[config.mk]
export PLATFORM = sky130hd
export DESIGN_NAME = cotr_regs
export DESIGN_NICKNAME = d
export VERILOG_FILES = /design/src/core/cotr_pkg.sv /design/src/core/cotr_fuse_if.sv /design/src/core/cotr_fuse_loader.sv /design/src/core/cotr_regs.sv
export VERILOG_INCLUDE_DIRS = /design/src /design/src/core
export SDC_FILE = /design/constraint.sdc
export NUM_CORES = 1
export LEC_CHECK = 0
export BUFFER_PORTS_ARGS = -buffer_cell sky130_fd_sc_hd__buf_2
export CAP_MARGIN = 15
export CORE_MARGIN = 5
export CORE_UTILIZATION = 46
export CTS_BUF_LIST = sky130_fd_sc_hd__clkbuf_16
export CTS_CLUSTER_SIZE = 24
export DETAILED_ROUTE_END_ITERATION = 8
export GPL_ROUTABILITY_DRIVEN = 0
export PLACE_DENSITY = 0.76
export SYNTH_ARGS = -nofsm -noshare
export SYNTH_HDL_FRONTEND = slang
export SYNTH_SLANG_ARGS = --single-unit
[constraint.sdc]
create_clock -name clk_i -period 2.5 [get_ports clk_i]
set_clock_uncertainty 0.1 [all_clocks]
set_input_delay 0.5 -clock clk_i [delete_from_list [all_inputs] [get_ports clk_i]]
set_output_delay 0.5 -clock clk_i [all_outputs]
set_load 0.01 [all_outputs]
[src/core/cotr_params.svh]
// Constants for the converter offset trim register bank.
// Assumes inclusion by bare name from the cotr_regs module.
`ifndef COTR_PARAMS_SVH
`define COTR_PARAMS_SVH
// Register indices (printed offsets; byte address is four times the index)
`define COTR_IDX_CORE0 12'h330
`define COTR_IDX_CORE1 12'h332
`define COTR_IDX_CORE2A 12'h334
`define COTR_IDX_CORE2B 12'h336
`define COTR_IDX_CORE3C 12'h338
`define COTR_IDX_CORE3D 12'h33A
// Calibration control and status, placed after the trims
`define COTR_IDX_CALCTL 12'h340
`define COTR_IDX_CALSTAT 12'h342
// Field layout
`define COTR_TRIM_MSB 11
`define COTR_RSVD_MSB 15
`define COTR_CTL_OS_BIT 0
`define COTR_CTL_BG_BIT 1
`define COTR_CTL_BGOS_BIT 2
// Reset values
`define COTR_CTL_RESET 3'h0
`define COTR_TRIM_CORE0_RESET 12'h000
`endif

[src/core/cotr_pkg.sv]
// Types shared by the offset trim bank and its fuse loader.
// Assumes cotr_params.svh is on the include path.
package cotr_pkg;
  typedef logic [11:0] cotr_trim_t;
  typedef enum logic [0:0] {COTR_IN_FIRST, COTR_IN_SECOND} cotr_insel_e;
  typedef enum {COTR_LOAD, COTR_RUN} cotr_state_e;
endpackage : cotr_pkg

[src/core/cotr_fuse_if.sv]
// Fuse default path between the loader and the register bank.
// Assumes a single clock domain.
`timescale 1ns/100ps
`default_nettype none
interface cotr_fuse_if;
  import cotr_pkg::*;
  logic load;
  cotr_trim_t dflt [5];
  modport src (output load, output dflt);
  modport dst (input load, input dflt);
endinterface : cotr_fuse_if
`default_nettype wire

[src/core/cotr_fuse_loader.sv]
// Captures fuse defaults once after reset release and pulses a load.
// Assumes fuse outputs are stable while reset is released.
`timescale 1ns/100ps
`default_nettype none
module cotr_fuse_loader
  import cotr_pkg::*;
(
  input wire logic clk_i,
  input wire logic rst_i,
  input wire logic [59:0] fuse_trim_i,
  cotr_fuse_if.src fuse
);
  cotr_state_e state_r, state_nxt;
  cotr_trim_t dflt_r [5];
  cotr_trim_t dflt_nxt [5];

  // Defaults are sampled by the clock, never by the reset itself
  always_comb begin
    state_nxt = state_r;
    dflt_nxt = dflt_r;
    unique case (state_r)
      COTR_LOAD: begin
        for (int i = 0; i < 5; i++) begin
          dflt_nxt[i] = fuse_trim_i[i*12 +: 12];
        end
        state_nxt = COTR_RUN;
      end
      COTR_RUN: begin
      end
    endcase
  end

  always_ff @(posedge clk_i) begin
    if (rst_i) begin
      state_r <= COTR_LOAD;
      for (int i = 0; i < 5; i++) begin
        dflt_r[i] <= 12'h000;
      end
    end else begin
      state_r <= state_nxt;
      dflt_r <= dflt_nxt;
    end
  end

  // One-cycle load pulse in the capture cycle, right after reset release
  assign fuse.load = (state_r == COTR_LOAD) && !rst_i;
  // Captured slices feed the bank in the load cycle and stay in dflt_r afterwards
  assign fuse.dflt = (state_r == COTR_LOAD) ? dflt_nxt : dflt_r;
endmodule : cotr_fuse_loader
`default_nettype wire

[src/core/cotr_regs.sv]
// Offset trim register bank for converter cores 0..3 on classic Wishbone.
// Assumes a single 20 MHz clock and fuse values stable at reset release.
// Notes on behaviour
// - Each trim holds 12 unsigned bits applied as its core's offset correction.
// - Spare cores get offset calibration in the foreground step only with offset and background cal on and bg-offset off.
// - Core 2 uses input A trim for input A, input B trim for B.
// - Core 3 uses input C trim for input C, input D trim for D.
// - Trim defaults for 1, 2A, 2B, 3C, 3D load from fuse storage; core 0 loads a constant.
// - Core 1, 2A, 2B, 3C, 3D trims decode at every second index (byte addresses 8 apart).
// - Core 0 trim decodes two indices below core 1, reset value zero.
`timescale 1ns/100ps
`default_nettype none
`include "cotr_params.svh"
module cotr_regs
  import cotr_pkg::*;
(
  input wire logic clk_i,
  input wire logic rst_i,
  input wire logic wb_cyc_i,
  input wire logic wb_stb_i,
  input wire logic wb_we_i,
  input wire logic [13:0] wb_adr_i,
  input wire logic [3:0] wb_sel_i,
  input wire logic [31:0] wb_dat_i,
  output logic [31:0] wb_dat_o,
  output logic wb_ack_o,
  output logic wb_err_o,
  input wire logic [59:0] fuse_trim_i,
  input wire logic sample_en_i,
  input wire logic core2_input_sel_i,
  input wire logic core3_input_sel_i,
  input wire logic foreground_cal_done_i,
  input wire logic offset_cal_busy_i,
  output logic [11:0] core_offset_o [4],
  output logic offset_cal_enable_o,
  output logic background_cal_enable_o,
  output logic background_offset_cal_enable_o,
  output logic spare_fg_offset_cal_o
);
  cotr_fuse_if fuse ();
  cotr_trim_t trim_r [6];
  cotr_trim_t trim_nxt [6];
  logic [2:0] ctl_r, ctl_nxt;
  logic ack_r, ack_nxt;
  logic err_r, err_nxt;
  logic [31:0] rdat_r, rdat_nxt;
  cotr_trim_t appl_r [4];
  cotr_trim_t appl_nxt [4];
  logic [11:0] idx;
  logic req;

  // Fuse defaults captured by a separate small loader
  cotr_fuse_loader u_loader (
    .clk_i(clk_i),
    .rst_i(rst_i),
    .fuse_trim_i(fuse_trim_i),
    .fuse(fuse)
  );

  // Map a register index to trim slot; 6 means no trim there
  function automatic logic [2:0] trim_slot(input logic [11:0] ix);
    logic [2:0] s;
    s = 3'd6;
    unique case (ix)
      `COTR_IDX_CORE0: s = 3'd0;
      `COTR_IDX_CORE1: s = 3'd1;
      `COTR_IDX_CORE2A: s = 3'd2;
      `COTR_IDX_CORE2B: s = 3'd3;
      `COTR_IDX_CORE3C: s = 3'd4;
      `COTR_IDX_CORE3D: s = 3'd5;
      default: s = 3'd6;
    endcase
    return s;
  endfunction : trim_slot

  // Byte address is four times the printed index
  assign idx = wb_adr_i[13:2];
  assign req = wb_cyc_i && wb_stb_i && !ack_r && !err_r;

  // Register file, bus answer and read data
  always_comb begin
    logic [2:0] slot;
    slot = trim_slot(idx);
    trim_nxt = trim_r;
    ctl_nxt = ctl_r;
    ack_nxt = 1'b0;
    err_nxt = 1'b0;
    rdat_nxt = rdat_r;
    if (fuse.load) begin
      trim_nxt[0] = `COTR_TRIM_CORE0_RESET;
      for (int i = 0; i < 5; i++) begin
        trim_nxt[i+1] = fuse.dflt[i];
      end
    end else if (req) begin
      rdat_nxt = 32'h0000_0000;
      if (slot != 3'd6) begin
        ack_nxt = 1'b1;
        // Only bits 11:0 are stored, so reserved bits read zero
        rdat_nxt[`COTR_TRIM_MSB:0] = trim_r[slot];
        if (wb_we_i) begin
          if (wb_sel_i[0]) trim_nxt[slot][7:0] = wb_dat_i[7:0];
          if (wb_sel_i[1]) trim_nxt[slot][11:8] = wb_dat_i[11:8];
        end
      end else if (idx == `COTR_IDX_CALCTL) begin
        ack_nxt = 1'b1;
        rdat_nxt[2:0] = ctl_r;
        if (wb_we_i && wb_sel_i[0]) ctl_nxt = wb_dat_i[2:0];
      end else if (idx == `COTR_IDX_CALSTAT) begin
        ack_nxt = 1'b1;
        rdat_nxt[0] = foreground_cal_done_i;
        rdat_nxt[1] = offset_cal_busy_i;
        // Access advice: trims safe to touch now
        rdat_nxt[2] = trims_open(ctl_r, foreground_cal_done_i, offset_cal_busy_i);
      end else begin
        err_nxt = 1'b1;
      end
    end
  end

  // Advisory access window; the bank never blocks software itself
  function automatic logic trims_open(input logic [2:0] c, input logic done,
                                      input logic busy);
    logic os, bg, bgos, r;
    os = c[`COTR_CTL_OS_BIT];
    bg = c[`COTR_CTL_BG_BIT];
    bgos = c[`COTR_CTL_BGOS_BIT];
    if (busy) r = 1'b0;
    else if (bg && bgos) r = 1'b0;
    else if (os) r = done;
    else r = 1'b1;
    return r;
  endfunction : trims_open

  // Applied corrections update only on a sample strobe
  always_comb begin
    appl_nxt = appl_r;
    if (sample_en_i) begin
      appl_nxt[0] = trim_r[0];
      appl_nxt[1] = trim_r[1];
      appl_nxt[2] = core2_input_sel_i ? trim_r[3] : trim_r[2];
      appl_nxt[3] = core3_input_sel_i ? trim_r[5] : trim_r[4];
    end
  end

  always_ff @(posedge clk_i) begin
    if (rst_i) begin
      for (int i = 0; i < 6; i++) begin
        trim_r[i] <= 12'h000;
      end
      for (int i = 0; i < 4; i++) begin
        appl_r[i] <= 12'h000;
      end
      ctl_r <= `COTR_CTL_RESET;
      ack_r <= 1'b0;
      err_r <= 1'b0;
      rdat_r <= 32'h0000_0000;
    end else begin
      trim_r <= trim_nxt;
      appl_r <= appl_nxt;
      ctl_r <= ctl_nxt;
      ack_r <= ack_nxt;
      err_r <= err_nxt;
      rdat_r <= rdat_nxt;
    end
  end

  assign wb_ack_o = ack_r;
  assign wb_err_o = err_r;
  assign wb_dat_o = rdat_r;
  assign core_offset_o = appl_r;
  assign offset_cal_enable_o = ctl_r[`COTR_CTL_OS_BIT];
  assign background_cal_enable_o = ctl_r[`COTR_CTL_BG_BIT];
  assign background_offset_cal_enable_o = ctl_r[`COTR_CTL_BGOS_BIT];
  // Spare cores join the foreground offset step when offset and background cal are on and bg-offset is off
  assign spare_fg_offset_cal_o = ctl_r[`COTR_CTL_OS_BIT] && ctl_r[`COTR_CTL_BG_BIT]
                                 && !ctl_r[`COTR_CTL_BGOS_BIT];
endmodule : cotr_regs
`default_nettype wire

### Word level (Yosys, flattened, before mapping)

Cells that the tools add are included.

| operators by class | value |
|---|---|
| order comparisons | 2 |
| equality and inequality tests | 9 |
| multiplexer cells | 35 |
| bitwise logic cells | 4 |
| reductions and logical operators | 25 |

Operators with widths:

| operator | count |
|---|---|
| 72-bit two-way mux | 6 |
| 60-bit two-way mux | 6 |
| 72-bit bitwise mux | 2 |
| 12-bit by 10-bit equality test with 1-bit output (second input constant) | 8 |
| 12-bit demux with 3-bit select | 2 |
| 32-bit zero test | 2 |
| 12-bit two-way mux | 5 |
| 12-bit binary-select mux with 3-bit select | 1 |
| 3-bit case mux with 6 select lines | 1 |
| 1-bit logical AND | 9 |
| 3-bit two-way mux | 3 |
| 9-bit two-way mux | 1 |
| 8-bit two-way mux | 1 |
| 1-bit two-way mux | 7 |
| 3-bit AND reduction | 2 |
| 2-bit nonzero test | 3 |
| 5-bit AND reduction | 1 |
| 5-bit OR reduction | 1 |
| 4-bit greater-or-equal comparator (second input constant) | 1 |
| 1-bit zero test | 4 |
| 4-bit by 1-bit less-than comparator with 1-bit output (second input constant) | 1 |
| 3-bit NOT with 4-bit output | 1 |
| 3-bit inequality test (second input constant) | 1 |
| 1-bit NOT | 3 |
| 3 further kinds | 3 |

| word-level totals | value |
|---|---|
| bits in registers | 198 |
| word-level logic and storage cells | 95 |

### Longest topological paths before layout

Gate-level depths: netlist (run 1).

| logic depth | value |
|---|---|
| depth after elaboration | 19 |
| mapped depth | 8 |
| mapped depth without buffers | 5 |

### Hierarchy

Synthesis (run 1) repeated with hierarchy kept, for this count alone.

| unflattened totals | value |
|---|---|
| cells, all modules | 1009 |
| area, all modules | 9618.0 sq um |

Modules (own cells, without submodules):

| module | instances | cells an instance | area each (sq um) | seq. area each (sq um) |
|---|---|---|---|---|
| cotr_regs | 1 | 813 | 6957.9 | 2742.6 |
| cotr_fuse_loader | 1 | 196 | 2660.1 | 1221.2 |

### Worst setup path before layout (run 1)

No wires, ideal clock.

| timing path | value |
|---|---|
| kind | in2reg |
| start point | in wb_adr_i[12] |
| end point | reg trim_r[48] (netlist name) |
| setup time | 0.134 ns |
| arrival time | 2.200 ns |
| data required time | 2.266 ns |
| setup slack | 0.066 ns |
| stages on the path | 7 |
| path buffers | 2 |
| cell sequence | nand4bb_1 buf_4 or4_4 buf_6 o41a_4 a21oi_1 o22ai_1 |

| between the ends | value |
|---|---|
| longest elaborated chain between the ends | 19 |
| elaborated cells on any way between the ends | 29 |

RTL lines:

| item | RTL line | RTL |
|---|---|---|
| start, declared | cotr_regs.sv:22 | `input wire logic [13:0] wb_adr_i,` |
| 12-bit by 10-bit equality test with 1-bit output | cotr_regs.sv:64 | `unique case (ix)` |
| 3-bit case mux with 6 select lines * | cotr_regs.sv:64 |  |
| 3-bit NOT with 4-bit output (not written as such) | cotr_regs.sv:101, cotr_regs.sv:102 |  |
| 4-bit greater-or-equal comparator (not written as such) or 4-bit by 1-bit less-than comparator with 1-bit output (tied branches) | cotr_regs.sv:101 | `if (wb_sel_i[0]) trim_nxt[slot][7:0] = wb_dat_i[7:0];` |
| 1-bit logical AND (not written as such) | cotr_regs.sv:101 |  |
| 8-bit two-way mux (not written as such) | cotr_regs.sv:101 |  |
| 12-bit demux with 3-bit select | cotr_regs.sv:101 |  |
| 72-bit bitwise mux | cotr_regs.sv:101 |  |
| [... 3 more ...] | -- |  |
| 72-bit two-way mux | cotr_regs.sv:94 | `end else if (req) begin` |
| 72-bit two-way mux | cotr_regs.sv:89 | `if (fuse.load) begin` |
| 72-bit bitwise mux | cotr_regs.sv:102 | `if (wb_sel_i[1]) trim_nxt[slot][11:8] = wb_dat_i[11:8];` |
| 72-bit two-way mux | cotr_regs.sv:102 |  |
| 60-bit two-way mux | cotr_regs.sv:100 | `if (wb_we_i) begin` |
| 60-bit two-way mux | cotr_regs.sv:96 | `if (slot != 3'd6) begin` |
| 60-bit two-way mux | cotr_regs.sv:94 |  |
| 60-bit two-way mux | cotr_regs.sv:89 |  |
| end signal, assigned | cotr_regs.sv:158 | `trim_r <= trim_nxt;` |
| end, declared | cotr_regs.sv:41 | `cotr_trim_t trim_r [6];` |

Every way passes the cells marked *; elsewhere a longest branch is shown, timed or not. The select of a mux whose other input is x is not followed.
A chain may end at the register's enable or synchronous reset.

### Final worst setup path (run 1)

| timing path | value |
|---|---|
| start point | reg err_r, in the netlist wb_err_o |
| end point | reg trim_r[43] (netlist name) |

| between the ends | value |
|---|---|
| longest elaborated chain between the ends | 4 |

RTL lines:

| item | RTL line | RTL |
|---|---|---|
| start, declared | cotr_regs.sv:45 | `logic err_r, err_nxt;` |
| start signal, assigned | cotr_regs.sv:162 | `err_r <= err_nxt;` |
| 1-bit zero test | cotr_regs.sv:78 | `assign req = wb_cyc_i && wb_stb_i && !ack_r && !err_r;` |
| 1-bit logical AND | cotr_regs.sv:78 |  |
| 2-bit nonzero test (no source line) | -- |  |
| 3-bit AND reduction (no source line) | -- |  |

No other way between the ends.

==> flow_summary.json, run 1 <==
{
  "detailedPlace.worstSlack_ns": -0.0649,
  "grt_use_total_pct": 24.5,
  "clk_path_buf_depth": 2,
  "wl_met1_um": 9580,
  "relSlewSlack_pct": 60.5,
  "seq_power_share_pct": 44.7,
  "drv_slew": 0,
  "r2r_slack_ns": 0.33,
  "crit_path_start": "wb_err_o",
  "wl_met2_um": 9200,
  "worstPathCellList": "and4bb_2, nand2_1, nor4_2, buf_4, mux2_2, o21ai_0",
  "synthesis.area_sq_um": 6770,
  "r2r_start": "wb_err_o",
  "core_sq_um": 14500,
  "chipHeight_um": 131,
  "vias": 6516,
  "synth_enable_flop_cells": 0,
  "ir_drop_mv": 0.493,
  "cp.required_ns": 2.75,
  "worst_slew_pin_slew_ns": 0.592,
  "timing.rr.end": "trim_r[43]",
  "postCtsSetupRepairBufs": 0,
  "path_clk_slew_ns": 0.06,
  "synth_warnings": 0,
  "antenna_found_initial": 1,
  "initial_core_util_pct": 46.8,
  "async_flop_share_pct": 0,
  "pin_count": 206,
  "cp_slowest_cell": "and4bb_2",
  "grt_max_degree": 73,
  "max_freq_mhz": 460,
  "synth_seq_area_share_pct": 40.8,
  "power_switching_mw": 1.33,
  "grt_overflow_total": 0,
  "fin_ws_ns": 0.327,
  "root_buffer": "clkbuf_16",
  "synth-seq-cells": 138,
  "critPathLaunchType": "flop",
  "core.rowCount": 44,
  "drive_above_1_share_pct": 28.3,
  "fillCellCount": 1302,
  "grt_pass1_wl_um": 34100,
  "wire_per_inst_um": 19.0,
  "synth_top_cell_area_share_pct": 40.8,
  "endpoint_kind": "flop",
  "antennaDiodeCount": 0,
  "fin_cells": 1132,
  "setup.worst_path.class": "flop to flop",
  "cts_tree": "yes",
  "ys.flop_type": "dfxtp_1",
  "placed_cell_area_sq_um": 7890,
  "rsz0062_at_grt": "false",
  "grt_pass1_vias": 6396,
  "wl_met3_um": 2050,
  "crit_end": "trim_r[43]",
  "cp_max_fo": 12,
  "synth_area_leaders": "dfxtp_1 (41%), mux2i_1 (10%), nor2_1 (4.9%)",
  "synthDistinctLibCells": 55,
  "cts-htree-levels": 4,
  "area_delta_synth_final_pct": 24.5,
  "worst-path-stages": 6,
  "drc": 0,
  "whs_ns": 0.203,
  "p_comb_share_pct": 11.1,
  "place_inst": 1101,
  "finalSetupViolations": 0,
  "p_leak_nw": 3.67,
  "switching_share_pct": 25.1,
  "dpl.hpwl_um": 16200,
  "postRouteAntennaNets": 0,
  "top_layer": "met5",
  "die_w_um": 131,
  "power.internal_mw": 3.98,
  "maxCapViolCount": 0,
  "crit_path_max_incr_delay_ns": 0.39,
  "drt_iter0_drc": 732,
  "clkLatencyLatePin_ns": 0.43,
  "clock_sinks": 138,
  "hold_buffers": 0,
  "cp.arrival_ns": 2.43,
  "min_path_type": "input port to flop",
  "crit_buf_inv": 1,
  "first_pass_iters": 6,
  "power_density_nw_per_um2": 630,
  "reg2reg_depth": 6,
  "wirelength_um": 21500,
  "postLayoutCellArea_sq_um": 8430,
  "status": "complete, no violations",
  "yosys.area.top_type": "dfxtp_1",
  "postCtsResizedCells": 0,
  "period_needed_ns": 2.17,
  "hold_violations": 0,
  "min_period_over_period_pct": 86.9,
  "numPortBuffers": 161,
  "via_per_inst": 5.76,
  "synth_cells": 771,
  "cp_top_family": "simple AND/OR/NAND/NOR gates",
  "dieArea_sq_um": 17200,
  "cts_made_buffers": 17,
  "fin_nets": 1056,
  "postSynthAreaPerCell_sq_um": 8.78,
  "p_clk_share_pct": 44.3
}
## power groups by stage
stage	Combinational, mW	Clock, mW	Sequential (mW)
6_report	0.588	2.35	2.37
5_1_grt	0.645	2.46	2.38
2_1_floorplan	0.357	0	2.41
3_3_place_gp	0.575	0	2.41
4_1_cts	0.584	2.36	2.37
3_5_place_dp	0.580	0	2.42
## kinds of logic after synthesis
group                  synth area share [%]
and+or+nand+nor                        21.1
muxes                                  12.7
AOI/OAI and AO/OA                      18.4
other                                0.0554
buffers and inverters                  6.98
DFF                                    40.8
## area by class of cell
class,instances,area [sq um],area share (%)
clock buffers,17,425,5.05
clock inverters,14,115,1.37
inverters,14,52.6,0.623
multi-input cells,553,3610,42.9
flip-flops and latches,138,2760,32.8
well taps,184,230,2.73
repair buffers,212,1230,14.6
## worst reg2reg max path, stage by stage (launching register included)
cell and delay [ns]:
dfxtp_1 0.30, and4bb_2 0.39, nand2_1 0.26, nor4_2 0.38, buf_4 0.26, mux2_2 0.35
o21ai_0 0.07
## per-stage QoR
| step | TNS (ns) | util, % | power (mW) |
|---|---|---|---|
| floorplan | 0 | - | 2.77 |
| global placement | -0.203 | 54.5 | 2.99 |
| detailed placement | -0.242 | 54.5 | 3.00 |
| CTS | 0 | 58.2 | 5.31 |
| global route | 0 | 58.2 | 5.49 |
| finish | 0 | 58.2 | 5.31 |
## cell usage in the layout, fill, tap and decap left out, drive strengths merged, types with 3 or more instances in the layout
master   count
buf        212
a31oi       23
a221o        6
o22ai       44
o32ai        3
o211ai       6
nand2b       8
o221ai      10
and3         4
inv         15
and4bb       3
conb        20
dfxtp      138
nand4        6
a221oi       9
nor3        10
nor2b       48
clkbuf      17
a211oi      27
o21ai       15
mux2        13
nand2       50
a21oi       26
or4          5
o2bb2ai      3
clkinv       9
nor2        90
mux2i       71
and2         4
nand4bb      3
nand3       17
nand4b       3
nor4         9
## sequential cells by signal, summed over array words and instances, names as in the netlist
signal and count:
trim_r 72, ctl_r 3, wb_ack_o 1, wb_dat_o 12
wb_err_o 1, core_offset_o 48, u_loader.state_r 1
## metal layers
metal | track usage, % | up-vias
li1 | - | 3110
met1 | 34.1 | 3023
met2 | 36.4 | 331
met3 | 5.93 | 50
met4 | 10.2 | 2
met5 | 0 | -
## synth_stat cells (all sizes together), types with 5 or more instances
cell    count
a211oi     27
nor3       10
nand2b      8
a221oi      9
o211ai      6
nand2      50
buf        35
o21ai      15
dfxtp     138
nand3      17
nor2       90
nor2b      48
a31oi      23
inv        13
o22ai      44
clkbuf     50
a21oi      26
nand4       6
mux2       13
mux2i      71
o221ai     10
a221o       6
nor4        9
or4         5
## worst min-delay path by stage
stage                      startpoint                 to  cells past startpoint
finish                fuse_trim_i[30]         trim_r[30]                      3
global route          fuse_trim_i[30]         trim_r[30]                      3
CTS                   fuse_trim_i[30]         trim_r[30]                      3
detailed placement   core_offset_o[3]   core_offset_o[3]                      2
global placement    core_offset_o[40]  core_offset_o[40]                      2
floorplan                  trim_r[32]         trim_r[32]                      1
(Power assumes the default switching activity.)
==> inputs of run 2 (changes only) <==
--- a/config.mk
+++ b/config.mk
@@ -11,4 +11,4 @@
 export CORE_MARGIN = 5
-export CORE_UTILIZATION = 46
-export CTS_BUF_LIST = sky130_fd_sc_hd__clkbuf_16
+export CORE_UTILIZATION = 50
+export CTS_BUF_LIST = sky130_fd_sc_hd__clkbuf_8 sky130_fd_sc_hd__clkbuf_16
 export CTS_CLUSTER_SIZE = 24
@@ -16,5 +16,6 @@
 export GPL_ROUTABILITY_DRIVEN = 0
-export PLACE_DENSITY = 0.76
+export PLACE_DENSITY = 0.77
 export SYNTH_ARGS = -nofsm -noshare
 export SYNTH_HDL_FRONTEND = slang
+export SYNTH_HIERARCHICAL = 1
 export SYNTH_SLANG_ARGS = --single-unit
==> constraint.sdc (replaced) <==
create_clock -name clk_i -period 2.5 [get_ports clk_i]
set_clock_uncertainty 0.1 [all_clocks]
set_input_delay 0.125 -clock clk_i [delete_from_list [all_inputs] [get_ports clk_i]]
set_output_delay 0.125 -clock clk_i [all_outputs]
set_load 0.01 [all_outputs]
==> run 2 against run 1 <==
Against the previous run:
- hold slack got worse by 0.14 ns
- largest cell class unchanged
- largest power group unchanged
- first-iteration DRC count is 34% higher
- fmax is 5.3% lower
- critical endpoint is now trim_r[11]
==> flow_summary.json, run 2 <==
{
  "cts-htree-levels": 4,
  "cp_slowest_cell": "and3_1",
  "postCtsSetupRepairBufs": 0,
  "synthesis.area_sq_um": 9620,
  "period_needed_ns": 2.29,
  "crit_buf_inv": 1,
  "postSynthAreaPerCell_sq_um": 9.53,
  "core_sq_um": 18800,
  "grt_pass1_vias": 8026,
  "chipHeight_um": 149,
  "first_pass_iters": 6,
  "root_buffer": "clkbuf_16",
  "maxCapViolCount": 0,
  "multi_input_area_sq_um": 4970,
  "cp_max_fo": 14,
  "grt_overflow_total": 0,
  "synth_common_cells": "dfxtp_1 (198), nor2_1 (77), mux2i_1 (66)",
  "largest_register_ffs": 72,
  "path_clk_slew_ns": 0.07,
  "wire_per_inst_um": 19.6,
  "synthDistinctLibCells": 58,
  "fin_nets": 1327,
  "cts_made_buffers": 17,
  "drv_slew": 0,
  "synth_warnings": 6,
  "clock_sinks": 198,
  "setup_tns_ns": 0,
  "cp.arrival_ns": 2.52,
  "antennaDiodeCount": 0,
  "yosysMostFrequentCell": "dfxtp_1",
  "setup.worst_path.class": "flop to flop",
  "rsz0062_at_grt": "false",
  "initial_core_util_pct": 51.1,
  "p_total_mw": 7.10,
  "whs_ns": 0.0602,
  "synth_cells": 1009,
  "relSlewSlack_pct": 55.2,
  "grt_use_total_pct": 25.9,
  "p_leak_nw": 5.17,
  "max_freq_mhz": 436,
  "status": "complete, no violations",
  "antenna_found_initial": 0,
  "crit_path_max_incr_delay_ns": 0.50,
  "synth-seq-cells": 198,
  "die_w_um": 149,
  "cp_top_family": "simple AND/OR/NAND/NOR gates",
  "vias": 8449,
  "placed_cell_area_sq_um": 10500,
  "worst_slew_pin_slew_ns": 0.672,
  "postRouteAntennaNets": 0,
  "synth_enable_flop_cells": 0,
  "finalSetupViolations": 0,
  "min_path_type": "input port to flop",
  "dpl.hpwl_um": 20900,
  "critPathLaunchType": "flop",
  "core.rowCount": 50,
  "postCtsResizedCells": 0,
  "via_per_inst": 5.71,
  "grt_max_degree": 127,
  "clk_path_buf_depth": 2,
  "cp.required_ns": 2.73,
  "synth_seq_area_share_pct": 41.2,
  "wirelength_um": 29000,
  "cts_tree": "yes",
  "clkLatencyLatePin_ns": 0.44,
  "final_cell_mix": "dfxtp_1 (197), buf_2 (160), nor2_1 (76)",
  "power_density_nw_per_um2": 604,
  "hold_buffers": 73,
  "synth_area_leaders": "dfxtp_1 (41%), mux2_4 (9.2%), mux2i_1 (6.9%)",
  "drive_above_1_share_pct": 28.2,
  "drt_iter0_drc": 981,
  "ir_drop_mv": 0.559,
  "final_common_cell": "dfxtp_1",
  "async_flop_share_pct": 0,
  "pin_count": 206,
  "synth_top_cell_area_share_pct": 41.2,
  "min_period_over_period_pct": 91.8,
  "dieArea_sq_um": 22100,
  "worstPathCellList": "nor4bb_2, buf_4, and2_1, and3_1, a31oi_1, a221oi_1",
  "utilization_pct": 62.5,
  "largest-register": "trim_r",
  "area_delta_synth_final_pct": 22.3,
  "numPortBuffers": 161,
  "postLayoutCellArea_sq_um": 11800,
  "yosys.area.top_type": "dfxtp_1",
  "grt_pass1_wl_um": 44900,
  "fillCellCount": 1569,
  "ys.flop_type": "dfxtp_1",
  "drc": 0,
  "endpoint_kind": "flop",
  "hold_violations": 0,
  "regArea_sq_um": 3970
}
==> run 2: changes by cell type after synthesis, moves of 18 or more <==
cell and delta:
nor2b_1 -43, a221oi_1 +18, a21oi_1 +22, inv_1 +41
dfxtp_1 +60, mux2_4 +59, o221a_2 +21, o22ai_1 -27
and2_1 +61
==> run 2: report_power, final <==
group,internal [mW],switching [mW],total [mW]
Sequential,3.32,0.113,3.43
Clock,1.38,1.26,2.63
Combinational,0.501,0.537,1.04
Total,5.20,1.91,7.10
==> run 2: layout make-up <==
cell class | count | area share, %
clock buffers | 17 | 3.62
clock inverters | 14 | 1.10
inverters | 55 | 1.75
multi-input cells | 679 | 42.2
flip-flops and latches | 198 | 33.7
well taps | 260 | 2.77
repair buffers | 256 | 14.8
==> run 2: cells by family after synthesis <==
family | Yosys count | share of synthesized area (%)
compound gates | 240 | 17.6
other cells | 1 | 0.0390
buf+inv | 151 | 8.08
simple gates | 281 | 15.5
flops | 198 | 41.2
mux | 138 | 17.6
==> run 2: stage by stage <==
step	setup slack (ns)	std cells
finish	0.206	1479
global route	0.0171	1479
CTS	0.234	1479
detailed placement	0.284	1375
global placement	0.347	1375
floorplan	0.324	1028
==> run 2: worst register-to-register path, stage by stage, from the launching register on <==
cell,delay [ns]
dfxtp_1,0.33
nor4bb_2,0.29
buf_4,0.26
and2_1,0.23
and3_1,0.50
a31oi_1,0.16
a221oi_1,0.32
==> run 2: final timing paths <==
kind	from	end	slack [ns]	cells after the start
worst min-delay path	wb_adr_i[9]	wb_ack_o	0.06	3
worst max-delay path	wb_ack_o	trim_r[11]	0.21	6
worst max register to register	wb_ack_o	trim_r[11]	0.21	6
worst min register to register	core_offset_o[16]	core_offset_o[16]	0.38	2
==> run 2: routing by layer <==
metal	vias up	GRT usage, %	wire length, um
li1	3988	-	-
met1	3926	36.1	12300
met2	472	39.8	12900
met3	63	5.76	2900
met4	0	9.01	901
met5	-	0	0
==> inputs of run 3 (changes only) <==
Settings changed: ABC_AREA set to 1.
==> run 3 against run 2 <==
Against the previous run:
- count of clock-buffer cells in the layout is 1 higher
- non-clock buffer count up 5
- hold slack lost 0.042 ns
- register-to-register slack gained 0.099 ns
- global-route usage about the same
- routed wire length up 0.26%
- sequential cell count is the same
- clock power grew 2%
==> flow_summary.json, run 3 <==
{
  "status": "complete, no violations",
  "fillCellCount": 1717,
  "pin_count": 206,
  "grt_pass1_vias": 8964,
  "hold_violations": 0,
  "setup_tns_ns": 0,
  "timing.rr.end": "trim_r[69]",
  "maxCapViolCount": 0,
  "synthDistinctLibCells": 32,
  "fin_nets": 1812,
  "crit_path_start": "wb_ack_o",
  "area_delta_synth_final_pct": 22.8,
  "setup.worst_path.class": "flop to flop",
  "synth_common_cells": "nand2_1 (326), inv_1 (292), o21ai_0 (203)",
  "multi_input_area_sq_um": 4150,
  "ir_drop_mv": 0.476,
  "chipHeight_um": 149,
  "synth_area_leaders": "dfxtp_1 (41%), nand2_1 (13%), inv_1 (11%)",
  "clkLatencyLatePin_ns": 0.44,
  "holdPathEnd": "wb_ack_o",
  "synth_seq_area_share_pct": 41.0,
  "r2r_slack_ns": 0.30,
  "crit_path_max_incr_delay_ns": 0.56,
  "async_flop_share_pct": 0,
  "yosysMostFrequentCell": "nand2_1",
  "synth-seq-cells": 198,
  "first_pass_iters": 6,
  "die_w_um": 149,
  "cp_max_fo": 6,
  "ys.flop_type": "dfxtp_1",
  "endpoint_kind": "flop",
  "grt_max_degree": 71,
  "cts-htree-levels": 4,
  "largest-register": "trim_r",
  "vias": 9959,
  "clk_path_buf_depth": 2,
  "synthesis.area_sq_um": 9680,
  "synth_cells": 1491,
  "wire_per_inst_um": 14.8,
  "worst_slew_pin_slew_ns": 0.753,
  "cp.arrival_ns": 2.48,
  "drc": 0,
  "period_needed_ns": 2.20,
  "yosys.area.top_type": "dfxtp_1",
  "grt_use_total_pct": 25.9,
  "drv_slew": 0,
  "grt_overflow_total": 0,
  "min_path_cells": 5,
  "root_buffer": "clkbuf_16",
  "core_sq_um": 18900,
  "drive_above_1_share_pct": 13.8,
  "dpl.hpwl_um": 20300,
  "postRouteAntennaNets": 0,
  "synth_top_cell_area_share_pct": 41.0,
  "utilization_pct": 62.9,
  "finalSetupViolations": 0,
  "cts_made_buffers": 17,
  "final_common_cell": "nand2_1",
  "cp.required_ns": 2.79,
  "drt_iter0_drc": 974,
  "postCtsSetupRepairBufs": 0,
  "cp_slowest_cell": "dlygate4sd3_1",
  "min_path_type": "input port to flop",
  "synth_warnings": 6,
  "final_cell_mix": "nand2_1 (326), inv_1 (293), o21ai_0 (203)",
  "holdCritStartpoint": "wb_adr_i[8]",
  "via_per_inst": 5.08,
  "postSynthAreaPerCell_sq_um": 6.49,
  "cts_tree": "yes",
  "rsz0062_at_grt": "false",
  "initial_core_util_pct": 51.2,
  "regArea_sq_um": 3970,
  "wirelength_um": 29100,
  "crit_path_frequent_cell": "nor2_1",
  "path_clk_slew_ns": 0.07,
  "synth_enable_flop_cells": 0,
  "r2r_start": "wb_ack_o",
  "grt_pass1_wl_um": 46000,
  "antenna_found_initial": 0,
  "largest_register_ffs": 72,
  "critPathLaunchType": "flop",
  "whs_ns": 0.0184,
  "clock_sinks": 198,
  "reg2reg_depth": 8,
  "power_density_nw_per_um2": 591,
  "worstPathCellList": "nor2_1, nand3_1, nor2_1, nand2_4, nor3_2, o21ai_0, a21oi_1, dlygate4sd3_1",
  "numPortBuffers": 161,
  "dieArea_sq_um": 22200,
  "relSlewSlack_pct": 49.5,
  "antennaDiodeCount": 0,
  "p_leak_nw": 6.15,
  "core.rowCount": 50,
  "min_period_over_period_pct": 87.8,
  "max_freq_mhz": 456
}
==> run 3: worst max path at each step <==
stage                 end  slack [ns]  cells after the start
3_5_place_dp   trim_r[48]       0.005                     11
2_1_floorplan  trim_r[48]        0.41                     10
5_1_grt        trim_r[69]        0.11                      8
3_3_place_gp   trim_r[55]        0.15                     11
6_report       trim_r[69]        0.30                      8
4_1_cts        trim_r[69]        0.26                     11
==> run 3: layer usage <==
metal  global-route usage, %  wire length (um)  vias up
met5                       0                 0        -
li1                        -                 -     4956
met1                    36.1             12400     4427
met3                    5.32              2970       64
met4                    8.60               835        0
met2                    40.2             12800      512
==> run 3: final cells by class <==
cell class,count,area share (%)
clock buffers,18,3.70
clock inverters,11,1.07
inverters,299,9.47
multi-input cells,915,34.9
flip-flops and latches,198,33.4
well taps,260,2.74
repair buffers,261,14.8
==> run 3: timing repair <==
item                                    in CTS  in global routing
endpoints found under the hold margin       76                  0
resized for setup                            0                  1
endpoints found under the setup margin       0                  1
hold buffers                                74                  0
==> run 3: cell families after synthesis <==
family          Yosys count  share of synthesized area [%]
compound gates          359                           19.9
buf+inv                 397                           17.1
flops                   198                           41.0
other cells               1                         0.0388
simple gates            536                           22.0
==> run 3: critical path, delay by kind of cell, from the launching register on <==
family | cells | cell delay (ns)
simple gates | 5 | 0.89
buf+inv | 1 | 0.56
flops | 1 | 0.31
compound gates | 2 | 0.28
==> run 3: power breakdown <==
group,switching [mW],total (mW),internal (mW)
logic,0.594,0.956,0.362
clock network,1.21,2.69,1.49
registers,0.0674,3.37,3.31
==> run 3: stage by stage <==
step | power [mW] | std cells | setup slack (ns) | area, sq um
2_1_floorplan | 4.00 | 1510 | 0.408 | 9750
3_3_place_gp | 4.26 | 1859 | 0.146 | 10600
3_5_place_dp | 4.28 | 1859 | 0.00470 | 10600
4_1_cts | 7.02 | 1962 | 0.265 | 11900
5_1_grt | 7.31 | 1962 | 0.115 | 11900
6_report | 7.02 | 1962 | 0.305 | 11900
